[src/verilog/asf_pkg.sv]
// Constants and types shared by the status flag block.
// Assumes one clock, synchronous active-low reset, AXI4-Lite with 32-bit data.
package asf_pkg;

  localparam int DATA_W = 8;
  localparam int AXI_DATA_W = 32;
  localparam int AXI_ADDR_W = 4;

  // Byte offsets of the bus registers
  localparam logic [3:0] OFS_STATUS = 4'h0;
  localparam logic [3:0] OFS_RESULT = 4'h4;

  // Field positions in the status byte
  localparam int BIT_CARRY = 0;
  localparam int BIT_NIBBLE = 1;
  localparam int BIT_ZERO = 2;
  localparam int BIT_SLEEP = 3;
  localparam int BIT_EXPIRY = 4;
  localparam int ARITH_W = 3;

  // Values after power-on
  localparam logic [2:0] ARITH_RESET = 3'h0;
  localparam logic EXPIRY_RESET = 1'b1;
  localparam logic SLEEP_RESET = 1'b1;
  localparam logic [7:0] RESULT_RESET = 8'h00;

  // Flag masks, bit order zero, nibble, carry
  localparam logic [2:0] MASK_NONE = 3'h0;
  localparam logic [2:0] MASK_ZERO = 3'h4;
  localparam logic [2:0] MASK_ALL = 3'h7;

  // AXI responses
  localparam logic [1:0] RESP_OKAY = 2'h0;
  localparam logic [1:0] RESP_SLVERR = 2'h2;

  typedef enum logic [3:0] {
    OP_ADD = 4'h0,
    OP_SUB = 4'h1,
    OP_AND = 4'h2,
    OP_OR = 4'h3,
    OP_XOR = 4'h4,
    OP_CLEAR = 4'h5,
    OP_BIT_CLEAR = 4'h6,
    OP_BIT_SET = 4'h7,
    OP_SWAP = 4'h8,
    OP_MOVE = 4'h9
  } asf_op_type;

endpackage

[src/verilog/asf_alu.sv]
// Result and flag generation for one core instruction.
// Purely combinational; the caller registers what it keeps.
module asf_alu (
  // Operation
  input wire asf_pkg::asf_op_type op,
  input wire logic [7:0] operand_f,
  input wire logic [7:0] operand_w,
  input wire logic [2:0] bit_sel,
  // Outputs
  output logic [7:0] result,
  output logic [2:0] flag_mask,
  output logic zero,
  output logic nibble_carry,
  output logic carry
);

  logic [7:0] addend;
  logic carry_in;
  logic [8:0] sum_full;
  logic [4:0] sum_low;

  always_comb
  begin
    addend = operand_w;
    carry_in = 1'b0;
    if (op == asf_pkg::OP_SUB)
    begin
      // Subtract as f plus two's complement of w
      addend = ~operand_w;
      carry_in = 1'b1;
    end
    sum_full = {1'b0, operand_f} + {1'b0, addend} + {8'h00, carry_in};
    sum_low = {1'b0, operand_f[3:0]} + {1'b0, addend[3:0]} + {4'h0, carry_in};
    result = operand_f;
    flag_mask = asf_pkg::MASK_NONE;
    case (op)
      asf_pkg::OP_ADD, asf_pkg::OP_SUB:
      begin
        result = sum_full[7:0];
        flag_mask = asf_pkg::MASK_ALL;
      end
      asf_pkg::OP_AND:
      begin
        result = operand_f & operand_w;
        flag_mask = asf_pkg::MASK_ZERO;
      end
      asf_pkg::OP_OR:
      begin
        result = operand_f | operand_w;
        flag_mask = asf_pkg::MASK_ZERO;
      end
      asf_pkg::OP_XOR:
      begin
        result = operand_f ^ operand_w;
        flag_mask = asf_pkg::MASK_ZERO;
      end
      asf_pkg::OP_CLEAR:
      begin
        result = 8'h00;
        flag_mask = asf_pkg::MASK_ZERO;
      end
      // These four touch no flag
      asf_pkg::OP_BIT_CLEAR: result = operand_f & ~(8'h01 << bit_sel);
      asf_pkg::OP_BIT_SET: result = operand_f | (8'h01 << bit_sel);
      asf_pkg::OP_SWAP: result = {operand_f[3:0], operand_f[7:4]};
      asf_pkg::OP_MOVE: result = operand_w;
      default: result = operand_f;
    endcase
    zero = (result == 8'h00);
    // Carry out of the adder; in subtraction one means no borrow
    nibble_carry = sum_low[4];
    carry = sum_full[8];
  end

endmodule

[src/verilog/asf_reset_cause.sv]
// Watchdog expiry and sleep-entered flags.
// Event inputs are one-cycle pulses from the core; reset stands for power-on.
module asf_reset_cause (
  // Clock and reset
  input wire logic aclk,
  input wire logic aresetn,
  // Hardware events
  input wire logic sleep_instr,
  input wire logic watchdog_clear_instr,
  input wire logic watchdog_timeout,
  // Flags
  output logic watchdog_expiry_flag,
  output logic sleep_entered_flag
);

  logic expiry_d;
  logic expiry_q;
  logic sleep_d;
  logic sleep_q;

  always_comb
  begin
    expiry_d = expiry_q;
    sleep_d = sleep_q;
    if (watchdog_clear_instr || sleep_instr)
    begin
      expiry_d = 1'b1;
    end
    // A time-out must not be lost to a same-cycle clear
    if (watchdog_timeout)
    begin
      expiry_d = 1'b0;
    end
    if (watchdog_clear_instr)
    begin
      sleep_d = 1'b1;
    end
    if (sleep_instr)
    begin
      sleep_d = 1'b0;
    end
  end

  always_ff @(posedge aclk)
  begin
    if (!aresetn)
    begin
      expiry_q <= asf_pkg::EXPIRY_RESET;
      sleep_q <= asf_pkg::SLEEP_RESET;
    end
    else
    begin
      expiry_q <= expiry_d;
      sleep_q <= sleep_d;
    end
  end

  assign watchdog_expiry_flag = expiry_q;
  assign sleep_entered_flag = sleep_q;

endmodule

[src/verilog/asf_status.sv]
// Core status register with AXI4-Lite access and instruction-side flag updates.
// Assumes the core presents one instruction per cycle with its operands ready.
module asf_status (
  // Clock and reset
  input wire logic aclk,
  input wire logic aresetn,
  // AXI4-Lite write address
  input wire logic [3:0] awaddr,
  input wire logic awvalid,
  output logic awready,
  // AXI4-Lite write data
  input wire logic [31:0] wdata,
  input wire logic [3:0] wstrb,
  input wire logic wvalid,
  output logic wready,
  // AXI4-Lite write response
  output logic [1:0] bresp,
  output logic bvalid,
  input wire logic bready,
  // AXI4-Lite read address
  input wire logic [3:0] araddr,
  input wire logic arvalid,
  output logic arready,
  // AXI4-Lite read data
  output logic [31:0] rdata,
  output logic [1:0] rresp,
  output logic rvalid,
  input wire logic rready,
  // Instruction port
  input wire logic instr_valid,
  input wire asf_pkg::asf_op_type instr_op,
  input wire logic [7:0] instr_operand_f,
  input wire logic [7:0] instr_operand_w,
  input wire logic [2:0] instr_bit_sel,
  input wire logic instr_dest_status,
  // Hardware events
  input wire logic sleep_instr,
  input wire logic watchdog_clear_instr,
  input wire logic watchdog_timeout,
  // Results
  output logic [7:0] result,
  output logic result_valid,
  output logic [7:0] status_flags
);

  // Instruction side
  logic [7:0] alu_result;
  logic [2:0] alu_mask;
  logic alu_zero;
  logic alu_nibble;
  logic alu_carry;
  logic [2:0] alu_flags;
  logic expiry_flag;
  logic sleep_flag;
  logic [2:0] arith_d;
  logic [2:0] arith_q;
  logic [7:0] result_d;
  logic [7:0] result_q;
  logic result_valid_d;
  logic result_valid_q;

  // Bus side
  logic aw_take;
  logic w_take;
  logic ar_take;
  logic do_write;
  logic aw_held_d;
  logic aw_held_q;
  logic w_held_d;
  logic w_held_q;
  logic [3:0] waddr_d;
  logic [3:0] waddr_q;
  logic [7:0] wbyte_d;
  logic [7:0] wbyte_q;
  logic wlane_d;
  logic wlane_q;
  logic awready_d;
  logic awready_q;
  logic wready_d;
  logic wready_q;
  logic bvalid_d;
  logic bvalid_q;
  logic [1:0] bresp_d;
  logic [1:0] bresp_q;
  logic arready_d;
  logic arready_q;
  logic rvalid_d;
  logic rvalid_q;
  logic [31:0] rdata_d;
  logic [31:0] rdata_q;
  logic [1:0] rresp_d;
  logic [1:0] rresp_q;
  logic [7:0] status_now;

  asf_alu u_alu (
    .op(instr_op),
    .operand_f(instr_operand_f),
    .operand_w(instr_operand_w),
    .bit_sel(instr_bit_sel),
    .result(alu_result),
    .flag_mask(alu_mask),
    .zero(alu_zero),
    .nibble_carry(alu_nibble),
    .carry(alu_carry)
  );

  // Expiry and sleep flags have no write path at all
  asf_reset_cause u_reset_cause (
    .aclk(aclk),
    .aresetn(aresetn),
    .sleep_instr(sleep_instr),
    .watchdog_clear_instr(watchdog_clear_instr),
    .watchdog_timeout(watchdog_timeout),
    .watchdog_expiry_flag(expiry_flag),
    .sleep_entered_flag(sleep_flag)
  );

  assign alu_flags = {alu_zero, alu_nibble, alu_carry};
  assign status_now = {3'h0, expiry_flag, sleep_flag, arith_q};

  // Write channel: address and data taken in either order
  always_comb
  begin
    aw_take = awvalid && awready_q;
    w_take = wvalid && wready_q;
    do_write = aw_held_q && w_held_q && !bvalid_q;
    aw_held_d = aw_held_q;
    w_held_d = w_held_q;
    waddr_d = waddr_q;
    wbyte_d = wbyte_q;
    wlane_d = wlane_q;
    bvalid_d = bvalid_q;
    bresp_d = bresp_q;
    if (aw_take)
    begin
      aw_held_d = 1'b1;
      waddr_d = awaddr;
    end
    if (w_take)
    begin
      w_held_d = 1'b1;
      wbyte_d = wdata[7:0];
      wlane_d = wstrb[0];
    end
    if (bvalid_q && bready)
    begin
      bvalid_d = 1'b0;
    end
    if (do_write)
    begin
      aw_held_d = 1'b0;
      w_held_d = 1'b0;
      bvalid_d = 1'b1;
      bresp_d = asf_pkg::RESP_SLVERR;
      if (waddr_q[3:2] == asf_pkg::OFS_STATUS[3:2] ||
          waddr_q[3:2] == asf_pkg::OFS_RESULT[3:2])
      begin
        bresp_d = asf_pkg::RESP_OKAY;
      end
    end
    awready_d = !aw_held_d && !bvalid_d;
    wready_d = !w_held_d && !bvalid_d;
  end

  // Read channel: one read under way at a time
  always_comb
  begin
    ar_take = arvalid && arready_q;
    rvalid_d = rvalid_q;
    rdata_d = rdata_q;
    rresp_d = rresp_q;
    if (rvalid_q && rready)
    begin
      rvalid_d = 1'b0;
    end
    if (ar_take)
    begin
      rvalid_d = 1'b1;
      rresp_d = asf_pkg::RESP_OKAY;
      case (araddr[3:2])
        asf_pkg::OFS_STATUS[3:2]: rdata_d = {24'h00_0000, status_now};
        asf_pkg::OFS_RESULT[3:2]: rdata_d = {24'h00_0000, result_q};
        default:
        begin
          rdata_d = 32'h0000_0000;
          rresp_d = asf_pkg::RESP_SLVERR;
        end
      endcase
    end
    arready_d = !rvalid_d;
  end

  // Arithmetic flags: bus write first, then the instruction on top
  always_comb
  begin
    arith_d = arith_q;
    result_d = result_q;
    result_valid_d = instr_valid;
    // A bus write acts like a move into the status byte
    if (do_write && wlane_q && waddr_q[3:2] == asf_pkg::OFS_STATUS[3:2])
    begin
      arith_d = wbyte_q[2:0];
    end
    if (instr_valid)
    begin
      result_d = alu_result;
      if (instr_dest_status && alu_mask == asf_pkg::MASK_NONE)
      begin
        // Upper bits of the result have nowhere to go
        arith_d = alu_result[2:0];
      end
      for (int i = 0; i < asf_pkg::ARITH_W; i++)
      begin
        if (alu_mask[i])
        begin
          // Written data for these bits is dropped in favour of the flag
          arith_d[i] = alu_flags[i];
        end
      end
    end
  end

  always_ff @(posedge aclk)
  begin
    if (!aresetn)
    begin
      aw_held_q <= 1'b0;
      w_held_q <= 1'b0;
      waddr_q <= 4'h0;
      wbyte_q <= 8'h00;
      wlane_q <= 1'b0;
      awready_q <= 1'b0;
      wready_q <= 1'b0;
      bvalid_q <= 1'b0;
      bresp_q <= asf_pkg::RESP_OKAY;
      arready_q <= 1'b0;
      rvalid_q <= 1'b0;
      rdata_q <= 32'h0000_0000;
      rresp_q <= asf_pkg::RESP_OKAY;
      arith_q <= asf_pkg::ARITH_RESET;
      result_q <= asf_pkg::RESULT_RESET;
      result_valid_q <= 1'b0;
    end
    else
    begin
      aw_held_q <= aw_held_d;
      w_held_q <= w_held_d;
      waddr_q <= waddr_d;
      wbyte_q <= wbyte_d;
      wlane_q <= wlane_d;
      awready_q <= awready_d;
      wready_q <= wready_d;
      bvalid_q <= bvalid_d;
      bresp_q <= bresp_d;
      arready_q <= arready_d;
      rvalid_q <= rvalid_d;
      rdata_q <= rdata_d;
      rresp_q <= rresp_d;
      arith_q <= arith_d;
      result_q <= result_d;
      result_valid_q <= result_valid_d;
    end
  end

  assign awready = awready_q;
  assign wready = wready_q;
  assign bvalid = bvalid_q;
  assign bresp = bresp_q;
  assign arready = arready_q;
  assign rvalid = rvalid_q;
  assign rdata = rdata_q;
  assign rresp = rresp_q;
  assign result = result_q;
  assign result_valid = result_valid_q;
  assign status_flags = status_now;

endmodule

[config.mk]
export PLATFORM = sky130hd
export DESIGN_NAME = asf_status
export DESIGN_NICKNAME = d
export VERILOG_FILES = /design/src/verilog/asf_pkg.sv /design/src/verilog/asf_alu.sv /design/src/verilog/asf_reset_cause.sv /design/src/verilog/asf_status.sv
export SDC_FILE = /design/constraint.sdc
export NUM_CORES = 1
export LEC_CHECK = 0
export BUFFER_PORTS_ARGS = -buffer_cell sky130_fd_sc_hd__buf_2
export CORE_MARGIN = 2
export CORE_UTILIZATION = 48
export DETAILED_ROUTE_END_ITERATION = 6
export PLACE_DENSITY = 0.86
export SLEW_MARGIN = 20
export SYNTH_ARGS = -nofsm -noshare
export SYNTH_HDL_FRONTEND = slang
export SYNTH_HIERARCHICAL = 1
export SYNTH_SLANG_ARGS = --single-unit
export TNS_END_PERCENT = 20
[constraint.sdc]
create_clock -name aclk -period 4.9 [get_ports aclk]
set_input_delay 1.47 -clock aclk [delete_from_list [all_inputs] [get_ports aclk]]
set_output_delay 1.47 -clock aclk [all_outputs]
set_load 0.05 [all_outputs]
=== Word level (Yosys, flattened, before mapping) ===
Cells that the tools add are included.

* Bits of input ports: 79
* Register bits: 65
* Word-level logic and storage cells: 95
* Output and inout bits: 58

* Bitwise gates (word level): 7
* $add $sub $neg: 4
* Equality and inequality tests: 11
* Shifts and indexed selects: 1
* Reduce and logical (&&, ||, !) cells: 29
* Mux-type cells: 25

{| class="wikitable"
|+ Operators with widths
! operator !! number
|-
| $pmux W8 S9 || 1
|-
| $and A8 B8 Y8 || 2
|-
| $eq A4 B3 Y1 const B || 4
|-
| $mux W1 || 16
|-
| $not A8 Y8 || 2
|-
| $or A8 B8 Y8 || 2
|-
| $pmux W8 S2 || 1
|-
| $logic_and A1 B1 Y1 || 12
|-
| $add A8 B8 Y9 || 1
|-
| $add A9 B1 Y9 || 1
|-
| $mux W3 || 3
|-
| $eq A4 B2 Y1 const B || 2
|-
| $eq A4 B4 Y1 const B || 2
|-
| $logic_not A8 Y1 || 1
|-
| $mux W8 || 1
|-
| $shl A1 B3 Y8 const A || 1
|-
| $xor A8 B8 Y8 || 1
|-
| $pmux W3 S2 || 1
|-
| $add A4 B4 Y5 || 1
|-
| $add A5 B1 Y5 || 1
|-
| $logic_not A1 Y1 || 5
|-
| $eq A2 B1 Y1 const B || 2
|-
| $eq A4 B1 Y1 const B || 1
|-
| $logic_not A2 Y1 || 2
|-
| other kinds (7) || 11
|}

=== Logic depth before layout (Yosys ltp) ===
* Depth after elaboration: 8
* Mapped depth: 16
* Depth with buffers taken out: 14

=== By module ===
Netlist, hierarchy kept.

{| class="wikitable"
|+ Modules (own cells, without submodules)
! module !! cells each !! instances !! area an instance (sq um) !! seq. area each (sq um)
|-
| asf_status || 180 || 1 || 1667.8 || 700.7
|-
| asf_alu || 192 || 1 || 1357.6 || 0.0
|-
| asf_reset_cause || 6 || 1 || 58.8 || 40.0
|}

=== Worst setup path before layout ===
OpenSTA, ideal clock, no wires.

* Path type: in2reg
* Start: input port instr_op[0]
* End: register arith_q[2]
* Data arrival time: 4394 ps
* Library setup time: 74 ps
* Required time: 4826 ps
* Buffers on the path: 2
* Setup slack: 432 ps
* Stages on the path: 16
* Path through: buf_2 nor4b_1 buf_2 xnor2_1 inv_1 fa_1 nand2b_1 a21oi_1 a31oi_1 xor2_1 o311ai_1 or4b_1 nor3_2 nand3b_1 o311ai_1 a31oi_1

* Longest elaborated chain between the ends: 8
* Elaborated cells on any way between the ends: 24
* Classes of those cells: add/sub (2); eq/ne (9); mux (7); reduce/logical (6)

{| class="wikitable"
|+ Ends and longest elaborated chain
! item !! line !! text
|-
| from (decl) || asf_status.sv:31 || <nowiki>input wire asf_pkg::asf_op_type instr_op,</nowiki>
|-
| $eq A4 B1 Y1 || asf_alu.sv:26, asf_alu.sv:36 ||
|-
| $mux W8 || asf_alu.sv:26 || <nowiki>if (op == asf_pkg::OP_SUB)</nowiki>
|-
| $add A8 B8 Y9 || asf_alu.sv:32 || <nowiki>sum_full = {1'b0, operand_f} + {1'b0, addend} + {8'h00, carry_in};</nowiki>
|-
| $add A9 B1 Y9 || asf_alu.sv:32 ||
|-
| $pmux W8 S9 * || asf_alu.sv:36 || <nowiki>case (op)</nowiki>
|-
| net alu_result[6] || asf_status.sv:47 || <nowiki>logic [7:0] alu_result;</nowiki>
|-
| $logic_not A8 Y1 * || asf_alu.sv:69 || <nowiki>zero = (result == 8'h00);</nowiki>
|-
| net alu_zero || asf_status.sv:49 || <nowiki>logic alu_zero;</nowiki>
|-
| $mux W1 * || asf_status.sv:214 || <nowiki>if (alu_mask[i])</nowiki>
|-
| $mux W3 * || asf_status.sv:204 || <nowiki>if (instr_valid)</nowiki>
|-
| to (signal assigned) || asf_status.sv:240 || <nowiki>arith_q <= asf_pkg::ARITH_RESET;</nowiki>
|-
| to (signal assigned) || asf_status.sv:259 || <nowiki>arith_q <= arith_d;</nowiki>
|-
| to (decl) || asf_status.sv:56 || <nowiki>logic [2:0] arith_q;</nowiki>
|}

Mark *: on every way through the listed nets, which the timed path passes. The rest lies on a longest branch.
A chain may end at the register's enable or synchronous reset.

=== Final worst setup path ===
* Start: input port instr_op[3]
* End: register arith_q[2]

The elaborated chain is that of the path after synthesis.

==> impl_results.md <==
* MaxCap Viol Count at 0
* Distinct cell type count of the synthesized netlist at 70
* Max Fclk at 0.2251 GHz
* Number of buffers created by CTS at 5
* Worst clock skew at 1.279 ps
* Fraction of registers with async set/reset at 0%
* Worst ir drop on vdd at 0.0002116 V
* Crit path DAT at 4660 ps
* Ports at 137
* Register bit count reported by yosys at 37
* Status: finished clean
* Final core utilization at 54.59%
* DR WL/cell at 14.00 µm
* Root buffer cell: clkbuf_8
* Post-Syn Area per Cell at 8.159 µm²
* Reported leakage power at 1.507 nW
* Worst path required time at 5120 ps
* Largest buffer count on any clock path at 2
* Flip-flop and latch area at 740.7 µm²
* Buffers inserted during post-CTS setup optimization at 0
* TritonCTS clock tree: built
* Vias after detailed routing at 2,955
* Routability cong. at 0.9107
* Vias in the first global route at 2,750
* Layout-stage area growth over the synthesis result at 11.12%
* Kind of start point of the critical path: primary input
* Core outline area at 0.006277 mm²
* Transition time at the pin with the least slew margin at 563.0 ps
* Setup repair after global routing missed its margin: false
* Post-DP Area at 0.003326 mm²
* Most area-consuming cells after synthesis: dfxtp_1, buf_4, mux2i_1, ha_1, nor2b_1
* Worst-skew pair later-pin latency at 280 ps
* Final nets at 530
* Post-detailed-routing wire length at 7.266 mm
* Number of antenna violations at the first check in global routing at 0
* Post-Synthesis Cell Area at 0.003084 mm²
* Share of synthesized area occupied by flip-flops and latches at 24.02%
* Post-synth EDFFs at 0
* Ratio of cells with drive above 1 in the final layout at 23.76%
* Setup Crit Path Kind: in -> reg
* Synthesized instance count at 378
* Maximum number of pins on one net before global-route repair at 37
* H-tree depth at 2
* Die Y at 84.16 µm
* Fraction of post-synthesis cell area in the top cell type by area at 24.02%
* CTS resizes at 0
* Die Outline Area at 0.007083 mm²
* Fin crit period at 4443 ps
* DPL Wire Length at 5.462 mm
* Initial core utilization at 49.13%
* Most used flip-flop cell after synthesis: dfxtp_1
* Total gr overflow at 0
* Final number of hold-violating endpoints at 0
* Number of max-slew violations in the final report at 0
* DRC violation total after the first TritonRoute iteration at 284
* Clock transition at path regs at 70 ps
* Number of antenna diodes at 0
* Final critical-path share of the clock period at 90.68%
* Setup total negative slack at 0 ps
* Sinks on the clock net at 37
* Final std cell area, no fill at 0.003427 mm²
* Detailed-route DRC error count at 0
* Post-DR vias/cell at 5.694
* Post-synthesis cell type with the largest combined area: dfxtp_1
* Detailed-routing iteration count for the pre-antenna-repair pass at 5
* Fin worst setup slack at 456.9 ps
* Synth warnings at 6
* Number of rows created at floorplan at 29
* Filler cells at 586
* Count of antenna-violating nets left after detailed routing at 0
* I/O Buffers at 71
* Pwr/cell area at 255.4 mW/mm²
* Slew Limit Headroom at 62.38%
* Hold Buf Count CTS at 0
* Area of the multi-input gates at 0.002013 mm²
* CP Max Fanout at 3
* Final setup violating endpoints at 0
* Global-route wire length before repair at 12.23 mm
* CP Capture Type: flip-flop
* Placement-stage worst setup slack at 167.8 ps
* Horiz. Die Dim at 84.16 µm
* Hold Path Class: reg -> reg
* Overall Global Routing Usage at 20.41%
## where the power goes
group          switching, mW  internal [mW]  leakage [nW]
sequential            0.0129          0.318         0.303
combinational          0.213          0.100          1.15
clock                  0.105          0.127        0.0542
## worst max-delay path, stage by stage
cell	delay, ps
buf_2	110
nor4b_2	310
buf_4	180
xnor2_1	130
inv_1	80
fa_1	420
nand2b_1	160
a21oi_1	190
a31oi_1	160
xor2_1	180
o311ai_1	130
or4b_1	570
nor3_2	140
nand3b_1	130
o311ai_1	110
a31oi_1	170
## worst paths after layout
check,startpoint,endpoint,slack [ps],cells after the start
hold reg to reg,rdata[4],rdata[4],460,2
setup reg to reg,waddr_q[2],arith_q[0],3620,3
hold / removal,rdata[4],rdata[4],460,2
setup / recovery,instr_op[3],arith_q[2],460,16
## through the flow
stage,power (mW),std cells,hold WS [ps]
final,0.8753,519,464.8
after global routing,0.9224,519,494.0
after CTS,0.8775,519,464.9
after detailed placement,0.6471,511,455.2
after global placement,0.6398,511,448.0
after floorplan,0.5935,406,438.8
## cells in the mapped netlist (3+ instances only)
master and number:
nor2b_1 17, o221ai_1 3, nand3_1 13, a31oi_1 6
and3_1 5, or3_1 5, o311ai_1 3, o31ai_1 3
xor2_1 8, inv_1 12, xnor2_1 6, nor3_1 6
clkbuf_8 5, dfxtp_1 37, clkbuf_1 6, nand2b_1 6
o21ai_0 20, mux2i_1 15, o22ai_1 3, nand2_1 26
a21oi_1 11, nor3b_1 6, nor2_1 22, buf_4 33
buf_2 7, nand3b_1 6, ha_1 9, a22oi_1 11
a21boi_0 14
## registers in the layout, indices dropped and copies added, names as in the netlist, 2 cells and up
register / cells
wbyte_q: 3
waddr_q: 2
rdata: 8
result: 8
arith_q: 3
## logic make-up after synthesis
logic type | count (synthesis) | share of synthesized area (%)
AOI/OAI and AO/OA | 97 | 21.95
xor gates and xnor gates | 14 | 3.976
adders and majority gates | 10 | 4.300
buffers and inverters | 65 | 14.32
DFF | 37 | 24.02
muxes | 16 | 5.233
other | 1 | 0.1216
and+or+nand+nor | 138 | 26.09
## layout make-up
class	count	share of cell area (%)
Timing Repair Buffer	81	12.56
Clock inverter	1	0.1460
Sequential cell	37	21.61
Inverter	12	1.314
Tap cell	77	2.811
Multi-Input combinational cell	304	58.74
Clock buffer	7	2.811
## layer usage
layer	global-route usage (%)	wire, µm	vias to the layer above
met5	0	0	-
met4	6.452	119	0
met3	3.933	502	14
met2	35.35	3616	129
met1	25.59	3027	1375
li1	-	-	1437
## cells in the final DEF (no fill, tap or decap), drive strengths merged, types with 3 or more instances in the layout
cell and instances:
buf 81, dfxtp 37, conb 29, nand2 26, nor2 22, o21ai 21
nor2b 17, mux2i 15, a21boi 14, nand3 13, inv 12, a21oi 11
a22oi 11, ha 9, xor2 8, clkbuf 7, nor3b 7, nand3b 7
nor3 7, nand2b 6, a31oi 6, xnor2 6, or3 6, and3 5
o311ai 4, a21o 4, o22ai 3, o221ai 3, o31ai 3
Note: power is estimated with default switching activity, not from simulation.
